## config.mk

```make
export PLATFORM = sky130hd
export DESIGN_NAME = hrmoc_top
export DESIGN_NICKNAME = d
export VERILOG_FILES = /design/src/hrmoc_pkg.sv /design/src/hrmoc_top.sv
export SDC_FILE = /design/constraint.sdc
export NUM_CORES = 2
export LEC_CHECK = 0
export ABC_AREA = 1
export BUFFER_PORTS_ARGS = -buffer_cell sky130_fd_sc_hd__buf_2
export CELL_PAD_IN_SITES_DETAIL_PLACEMENT = 1
export CELL_PAD_IN_SITES_GLOBAL_PLACEMENT = 1
export CORE_ASPECT_RATIO = 1.4
export CORE_UTILIZATION = 47
export DETAILED_ROUTE_END_ITERATION = 6
export PLACE_DENSITY_LB_ADDON = 0.1
export SYNTH_ARGS = -nofsm -noshare
export SYNTH_HDL_FRONTEND = slang
export SYNTH_SLANG_ARGS = --single-unit
```

## constraint.sdc

```tcl
create_clock -name CLK_SYS -period 2.7 [get_ports CLK_SYS]
set_input_delay 0.405 -clock CLK_SYS [delete_from_list [all_inputs] [get_ports CLK_SYS]]
set_output_delay 0.405 -clock CLK_SYS [all_outputs]
set_load 0.005 [all_outputs]
```

## src/hrmoc_pkg.sv

```systemverilog
// Constants, register map and carrier types of the host register bank
// with port-power overcurrent control.
// Assumes a single 25 MHz system clock and an asynchronous parallel bus.
package hrmoc_pkg;

  // Timing
  localparam int CLK_KHZ        = 25000;
  localparam int OC_FILTER_US   = 5000;
  localparam int OC_CUTOFF_MS   = 15;
  localparam logic [16:0] OC_FILTER_CYC =
    17'(OC_FILTER_US * CLK_KHZ / 1000);

  // Fixed capability words and decode
  localparam logic [9:0]  OFS_CAPLEN  = 10'h000;
  localparam logic [9:0]  OFS_VERSION = 10'h002;
  localparam logic [9:0]  OFS_STRUCT  = 10'h004;
  localparam logic [9:0]  OFS_CAPPAR  = 10'h008;
  localparam logic [9:0]  OFS_CHIPID  = 10'h304;
  localparam logic [9:0]  OFS_ISTAT   = 10'h310;
  localparam logic [7:0]  RST_CAPLEN  = 8'h20;
  localparam logic [15:0] RST_VERSION = 16'h0100;
  localparam logic [31:0] RST_STRUCT  = 32'h0000_0011;
  localparam logic [31:0] RST_CAPPAR  = 32'h0000_0086;
  // Arbitrary neutral identity value
  localparam logic [31:0] CHIP_ID_VAL = 32'h0000_a5a5;
  localparam logic [1:0]  REGION_PERIPH = 2'h2;

  // Descriptor classes and their done maps
  localparam int NCLS = 3;
  localparam logic [9:0] DONE_OFS [NCLS] = '{10'h130, 10'h140, 10'h150};
  localparam int ISTAT_BIT [NCLS] = '{9, 7, 8};

  // Plain read/write registers; the DMA start word reads back zero
  localparam int NRW = 29;
  typedef enum logic [4:0] {
    S_CMD, S_STS, S_INTSEL, S_FRIDX, S_CFGFLAG, S_PORTSC,
    S_ISO_SKIP, S_ISO_LAST, S_INT_SKIP, S_INT_LAST, S_ASY_SKIP, S_ASY_LAST,
    S_HWMODE, S_SCRATCH, S_SWRST, S_IEN,
    S_ISO_OR, S_INT_OR, S_ASY_OR, S_ISO_AND, S_INT_AND, S_ASY_AND,
    S_DMACFG, S_BUFST, S_ATLTO, S_MEMPTR, S_EDGE, S_DMASTART, S_PWRDN
  } hrmoc_slot_t;
  localparam logic [9:0] RW_OFS [NRW] = '{
    10'h020, 10'h024, 10'h028, 10'h02c, 10'h060, 10'h064,
    10'h134, 10'h138, 10'h144, 10'h148, 10'h154, 10'h158,
    10'h300, 10'h308, 10'h30c, 10'h314,
    10'h318, 10'h31c, 10'h320, 10'h324, 10'h328, 10'h32c,
    10'h330, 10'h334, 10'h338, 10'h33c, 10'h340, 10'h344, 10'h354};
  localparam logic [31:0] RW_RST [NRW] = '{
    32'h0008_0b00, 32'h0, 32'h0, 32'h0, 32'h0, 32'h0000_2000,
    32'hffff_ffff, 32'h0, 32'hffff_ffff, 32'h0, 32'hffff_ffff, 32'h0,
    32'h0000_0100, 32'h0, 32'h0, 32'h0,
    32'h0, 32'h0, 32'h0, 32'h0, 32'h0, 32'h0,
    32'h0, 32'h0, 32'h0, 32'h0, 32'h0000_000f, 32'h0, 32'h03e8_1ba0};
  localparam int HWMODE_OC_DIGITAL_BIT = 15;

  // Pins after synchronising; addr[0] is address line 1
  typedef struct packed {
    logic        cs_n;
    logic        rd_n;
    logic        wr_n;
    logic [16:0] addr;
    logic [31:0] data;
    logic [2:0]  oc_n;
    logic [2:0]  aoc;
  } hrmoc_pins_t;

  localparam hrmoc_pins_t PINS_IDLE = '{cs_n: 1'b1, rd_n: 1'b1, wr_n: 1'b1,
    addr: 17'h0, data: 32'h0, oc_n: 3'h7, aoc: 3'h0};

endpackage

```

## src/hrmoc_top.sv

```systemverilog
// Host register bank of the controller with port-power overcurrent control.
// Assumes the processor bus strobes are asynchronous to CLK_SYS and that
// address and data are stable while a strobe is low.
`timescale 1ns/1ns
module hrmoc_top
  import hrmoc_pkg::*;
#(
  parameter logic [16:0] OC_FILTER_CYCLES = OC_FILTER_CYC
) (
  // Clock and reset
  input  wire logic                   CLK_SYS,
  input  wire logic                   RESETN,
  // Processor bus
  input  wire logic                   CS_N,
  input  wire logic                   RD_N,
  input  wire logic                   WR_N,
  input  wire logic [17:1]            ADDR,
  input  wire logic [31:0]            DATA_IN,
  output logic      [31:0]            DATA_OUT,
  output logic                        DATA_OE,
  output logic                        IRQ_OUT,
  // Descriptor engine, same clock
  input  wire logic [NCLS-1:0][31:0]  DONE_SET,
  // Port power
  input  wire logic [2:0]             PORT_POWER_REQ,
  input  wire logic [2:0]             PORT_OVERCURRENT_IN_N,
  input  wire logic [2:0]             ANALOG_OVERCURRENT,
  output logic      [2:0]             PORT_POWER_ENABLE_N
);

  typedef struct packed {
    hrmoc_pins_t                s1;
    hrmoc_pins_t                s2;
    logic                       wr_prev;
    logic                       rd_prev;
    logic [16:0]                acc_addr;
    logic [31:0]                acc_data;
    logic [NRW-1:0][31:0]       rw;
    logic [NCLS-1:0][31:0]      done;
    logic [NCLS-1:0]            cond_prev;
    logic [31:0]                istat;
    logic                       irq;
    logic [31:0]                data_out;
    logic                       data_oe;
    logic [2:0][16:0]           oc_cnt;
    logic [2:0]                 fault;
    logic [2:0]                 pwr_n;
  } hrmoc_state_t;

  hrmoc_state_t st_q;
  hrmoc_state_t st_d;

  hrmoc_pins_t  pins_raw;

  assign pins_raw = '{cs_n: CS_N, rd_n: RD_N, wr_n: WR_N, addr: ADDR,
    data: DATA_IN, oc_n: PORT_OVERCURRENT_IN_N, aoc: ANALOG_OVERCURRENT};

  // Bank bits are ignored here: registers appear in every bank.
  function automatic logic in_reg_space(input logic [16:0] a);
    return a[14:9] == 6'h00;
  endfunction

  // Dword offset: line 1 does not select a half on the 32-bit bus.
  function automatic logic [9:0] word_ofs(input logic [16:0] a);
    return {a[8:1], 2'b00};
  endfunction

  function automatic logic [31:0] read_word(input hrmoc_state_t s,
                                            input logic [16:0]  a);
    logic [9:0]  ofs;
    logic [31:0] val;
    ofs = word_ofs(a);
    val = 32'h0;
    if (in_reg_space(a) && ofs[9:8] != REGION_PERIPH) begin
      if (ofs == OFS_CAPLEN) begin
        val = {RST_VERSION, 8'h00, RST_CAPLEN};
      end else if (ofs == OFS_STRUCT) begin
        val = RST_STRUCT;
      end else if (ofs == OFS_CAPPAR) begin
        val = RST_CAPPAR;
      end else if (ofs == OFS_CHIPID) begin
        val = CHIP_ID_VAL;
      end else if (ofs == OFS_ISTAT) begin
        val = s.istat;
      end
      for (int c = 0; c < NCLS; c++) begin
        if (ofs == DONE_OFS[c]) begin
          val = s.done[c];
        end
      end
      for (int i = 0; i < NRW; i++) begin
        // The DMA start word is write only and reads zero
        if (ofs == RW_OFS[i] && i != int'(S_DMASTART)) begin
          val = s.rw[i];
        end
      end
    end
    return val;
  endfunction

  always_comb begin
    logic        wr_end;
    logic        rd_end;
    logic        access;
    logic [9:0]  ofs;
    logic        hit_ok;
    logic [31:0] orm;
    logic [31:0] andm;
    logic [NCLS-1:0] cond;
    logic        digital;
    logic        oc_now;

    st_d    = st_q;
    wr_end  = 1'b0;
    rd_end  = 1'b0;
    access  = 1'b0;
    ofs     = 10'h0;
    hit_ok  = 1'b0;
    orm     = 32'h0;
    andm    = 32'h0;
    cond    = '0;
    digital = 1'b0;
    oc_now  = 1'b0;

    // Two-stage synchronisers; only s2 is read below
    st_d.s1 = pins_raw;
    st_d.s2 = st_q.s1;
    st_d.wr_prev = st_q.s2.wr_n;
    st_d.rd_prev = st_q.s2.rd_n;

    // Address and data are captured while a strobe is low so the commit at
    // the strobe's rising edge does not depend on bus hold time.
    access = !st_q.s2.cs_n && (!st_q.s2.rd_n || !st_q.s2.wr_n);
    if (access) begin
      st_d.acc_addr = st_q.s2.addr;
      st_d.acc_data = st_q.s2.data;
    end
    wr_end = !st_q.wr_prev && st_q.s2.wr_n;
    rd_end = !st_q.rd_prev && st_q.s2.rd_n;

    // Read data is driven while chip select and read are both low
    if (!st_q.s2.cs_n && !st_q.s2.rd_n) begin
      st_d.data_out = read_word(st_q, st_q.s2.addr);
      st_d.data_oe  = 1'b1;
    end else begin
      st_d.data_out = 32'h0;
      st_d.data_oe  = 1'b0;
    end

    ofs    = word_ofs(st_q.acc_addr);
    hit_ok = in_reg_space(st_q.acc_addr) && ofs[9:8] != REGION_PERIPH;

    // Register writes; offsets with no register fall through untouched
    if (wr_end && hit_ok) begin
      for (int i = 0; i < NRW; i++) begin
        if (ofs == RW_OFS[i]) begin
          st_d.rw[i] = st_q.acc_data;
        end
      end
      if (ofs == OFS_ISTAT) begin
        st_d.istat = st_q.istat & ~st_q.acc_data;
      end
    end

    // Done maps clear when read; a completion in the same cycle survives
    for (int c = 0; c < NCLS; c++) begin
      if (rd_end && hit_ok && ofs == DONE_OFS[c]) begin
        st_d.done[c] = 32'h0;
      end
      st_d.done[c] = st_d.done[c] | DONE_SET[c];
    end

    // Descriptor interrupt per class, evaluated on the updated done map
    for (int c = 0; c < NCLS; c++) begin
      orm  = st_q.rw[int'(S_ISO_OR) + c];
      andm = st_q.rw[int'(S_ISO_AND) + c] & ~orm;
      cond[c] = |(st_d.done[c] & orm);
      if (andm != 32'h0 && (st_d.done[c] & andm) == andm) begin
        cond[c] = 1'b1;
      end
      st_d.cond_prev[c] = cond[c];
      // Set beats a simultaneous write-one-to-clear
      if (cond[c] && !st_q.cond_prev[c]) begin
        st_d.istat[ISTAT_BIT[c]] = 1'b1;
      end
    end
    st_d.irq = |(st_d.istat & st_q.rw[S_IEN]);

    // Port power and overcurrent, one shared mode bit for all ports
    digital = st_q.rw[S_HWMODE][HWMODE_OC_DIGITAL_BIT];
    for (int p = 0; p < 3; p++) begin
      oc_now = 1'b0;
      if (digital) begin
        // Inrush filter: the input must stay low for the whole window.
        if (!st_q.s2.oc_n[p]) begin
          if (st_q.oc_cnt[p] < OC_FILTER_CYCLES) begin
            st_d.oc_cnt[p] = st_q.oc_cnt[p] + 17'h1;
          end else begin
            oc_now = 1'b1;
          end
        end else begin
          st_d.oc_cnt[p] = 17'h0;
        end
      end else begin
        // The on-chip detector does its own deglitching
        st_d.oc_cnt[p] = 17'h0;
        oc_now = st_q.s2.aoc[p];
      end
      // Fault holds power off until the port's power request is dropped
      if (oc_now) begin
        st_d.fault[p] = 1'b1;
      end else if (!PORT_POWER_REQ[p]) begin
        st_d.fault[p] = 1'b0;
      end
      st_d.pwr_n[p] = !(PORT_POWER_REQ[p] && !st_d.fault[p]);
    end
  end

  always_ff @(posedge CLK_SYS or negedge RESETN) begin
    if (!RESETN) begin
      st_q           <= '0;
      st_q.s1        <= PINS_IDLE;
      st_q.s2        <= PINS_IDLE;
      st_q.wr_prev   <= 1'b1;
      st_q.rd_prev   <= 1'b1;
      st_q.pwr_n     <= 3'h7;
      for (int i = 0; i < NRW; i++) begin
        st_q.rw[i] <= RW_RST[i];
      end
    end else begin
      st_q <= st_d;
    end
  end

  assign DATA_OUT            = st_q.data_out;
  assign DATA_OE             = st_q.data_oe;
  assign IRQ_OUT             = st_q.irq;
  assign PORT_POWER_ENABLE_N = st_q.pwr_n;

endmodule
```

==> results.md <==
* Peak VDD IR at 0.000675 V
* Syn Nets at 6869
* Vias at 53149
* Worst-Margin Slew at 1.16 ns
* Final hold vios at 0
* Fmax achieved at 284 MHz
* Final Cycle Share at 131%
* Top Ports at 196
* Status: finished with violations
* First-pass GRT wire length at 366 mm
* Synth Area in Compound Gates at 13.0%
* Largest net degree at the start of global routing at 93
* Failing checks: setup timing
* WL per Instance at 27.4 um
* Global-route usage over all layers at 41.7%
* Worst reg2reg path depth at 25
* Worst-skew pair later-pin latency at 0.81 ns
* Worst setup EP type: flop
* RSZ-0062 raised after global routing: yes
* Netlist cell types at 58
* RR Endpoint: DATA_OUT[23]
* Layout Utilization at 61.5%
* Crit-path max cell delay at 0.44 ns
* CP Launch Type: flop
* Clk pwr share at 46.8%
* Synth warnings at 0
* Post-detail-place hpwl at 173 mm
* Worst Path Required at 3.38 ns
* # DRC at 0
* Worst Path Buf+Inv at 4
* Post-synth EDFFs at 0
* Root buffer cell: clkbuf_16
* DRT antenna net count at 0
* Worst hold path class: primary input to flop
* WP data arrival at 4.20 ns
* Switch share at 24.9%
* Grt total ovfl at 0
* Post-Synth Adder-Cell Area at 0.0670%
* Reg2Reg Setup Slack at -0.83 ns
* Register clock-pin slew on the reported worst setup and hold paths at 0.06 ns
* Most frequent cells in the layout: nand2_1, dfrtp_1, o21ai_0
* DIE WIDTH at 294 um
* Main synth FF type: dfrtp_1
* Crit path max-delay family: simple AND/OR/NAND/NOR gates
* Pre-antenna DRT Iters at 5
* XOR/XNOR Fraction of Synth Area at 0%
* Largest family of logic cells by synthesized area: simple AND/OR/NAND/NOR gates
* Post-route minimum period at 3.53 ns
* Yosys top cell area share at 51.0%
* Number of placement rows at 149
* Gpl congestion at 1.01
* CTS HTree Levels at 4
* Cell taking the most area after synthesis: dfrtp_1
* Synth Area in Simple Gates at 22.3%
* Rel. slew slack at 22.6%
* Final instance area at 72500 sq um
* Logic pwr share at 6.5%
* Hold Crit Endpoint: st_q[187]
* Clock skew at 0.0295 ns
* Die span in y at 410 um
* Worst setup margin at -0.825 ns
* Mean post-synth cell area at 8.35 sq um
* Area Overhead vs Synth at 29.6%
* Leakage power at 0.0329 uW
* Syn Std Cell Area at 56000 sq um
* Hold Crit Depth at 3
* Commonest non-fill, non-tap cell in the layout: nand2_1
* Routed wire length at 253 mm
* Mux cell area share after synthesis at 0%
* Pins Over Slew Limit at 0
* Seq cells post-synth at 1276
* Buffers on Ports at 192
* Total power at 41900 uW
* FFs w/ async S/R, synth at 100%
* Via-to-Cell Ratio at 5.76
* Hold Startpoint: DONE_SET[61]
* Count of final setup violators at 43
* PwrDens at 578 nW/um^2
* CORE AREA at 118000 sq um
* Max-Cap Viols at 0
* Dpl cell area at 63300 sq um
* Syn Inst Count at 6707
* Ranking of synthesized cells by area: dfrtp_1, nand2_1, o21ai_0
* Layout cells sized above 1 at 24.9%
* Num CTS Buffers at 134
* Nets at 7690
* Die ar. at 121000 sq um
* Vias in the first global route at 56350
* CP Class: flop to flop
* Crit Reg-Reg Startpoint: st_q[1246]
* Initial detailed-routing violation count at 4806
* Sequential Power Share at 46.7%
* CP dominant cell by count: nand4_1
* Clock Path Buffers at 3
* CP max stage cell: dfrtp_2
* Worst Path Max Fanout at 5
* Worst hold margin at 0.0451 ns
* CTS tree: yes
* Switch Pwr at 10500 uW
* Sequential fraction of the synthesis area at 57.3%
* # clock sinks at 1276
* Initial antenna violation count at 12
* Initial Util at 47.5%
* Pint at 31500 uW
-- logic make-up after synthesis --
family | after synthesis
compound gates | 1374
fa+ha+maj | 3
buf+inv | 1025
flops | 1276
simple gates | 3029
-- tightest hold or removal path, stage by stage --
cell and delay (ns):
buf_2 0.15, a21o_1 0.14, buf_4 0.12
-- state kept, by name, indices dropped and copies added (netlist names) --
register,count
DATA_OE,1
DATA_OUT,32
IRQ_OUT,1
PORT_POWER_ENABLE_N,3
st_d,57
st_q,1182
-- routing by layer --
layer,GRT usage (%),routed length (um),up-vias,part of all wire (%)
met2,68.3,121000,2091,48
met3,7.49,16000,839,6.3
met4,31.2,22300,12,8.8
met1,49.0,93300,26996,37
met5,0,64,-,0.025
li1,-,-,23211,-
-- repair_timing --
item / in CTS / in global routing
hold buffers: 130 / 0
gates cloned: 2 / 3
setup endpoints to repair: 50 / 491
hold endpoints to repair: 205 / 0
pin swaps: 124 / 226
resized for setup: 356 / 313
setup buffers: 53 / 60
-- through the flow --
stage          setup TNS [ns]  worst slack, ns  std cells
6_report               -23.38           -0.825       9231
5_1_grt                -30.25            -1.01       9226
4_1_cts                -20.22           -0.746       9170
3_5_place_dp           -29.89            -1.07       8739
3_3_place_gp           -27.23            -1.05       8739
2_1_floorplan               0            0.303       6707
-- synth_stat cells, types with 6 or more instances --
master / count
nand2_1: 2033
dfrtp_1: 1141
o21ai_0: 1010
inv_1: 574
nor2_1: 470
clkbuf_1: 356
a21oi_1: 211
nand4_1: 210
nand3_1: 140
dfstp_2: 135
or2_2: 68
nor3_1: 46
buf_4: 36
a21o_1: 26
o22ai_1: 23
nor4_1: 22
buf_2: 21
inv_2: 21
a221oi_1: 18
o2111ai_1: 15
o21ai_1: 12
a21oi_2: 9
nor2_2: 8
a2111oi_0: 7
a21boi_0: 7
buf_6: 7
clkinv_1: 7
a211oi_1: 6
a22o_1: 6
-- power groups by stage --
stage	clock network, uW	logic, uW	registers (uW)
after floorplan	0	729	19800
after global placement	0	2300	19900
after detailed placement	0	2330	19900
after CTS	19700	2610	19600
after global routing	20400	2880	19600
final	19600	2730	19600
-- cell type report --
type / instances / area (sq um)
clock inverters: 53 / 634
flip-flops and latches: 1276 / 32100
clock buffers: 195 / 3930
diodes: 6 / 15.0
multi-input cells: 4406 / 22000
well taps: 1585 / 1980
fillers: 13609 / 45500
repair buffers: 1108 / 9540
inverters: 602 / 2300
-- how the worst max path moves through the flow --
stage | from | to | slack [ns] | cells after the start
CTS | st_q[1240] | DATA_OUT[3] | -0.75 | 20
detailed placement | st_q[1245] | DATA_OUT[3] | -1.07 | 21
global route | st_q[1246] | DATA_OUT[23] | -1.01 | 25
global placement | st_q[1245] | DATA_OUT[3] | -1.05 | 21
floorplan | st_q[1240] | DATA_OUT[9] | 0.30 | 24
finish | st_q[1246] | DATA_OUT[23] | -0.83 | 25
Note: power is estimated with default switching activity, not from simulation.
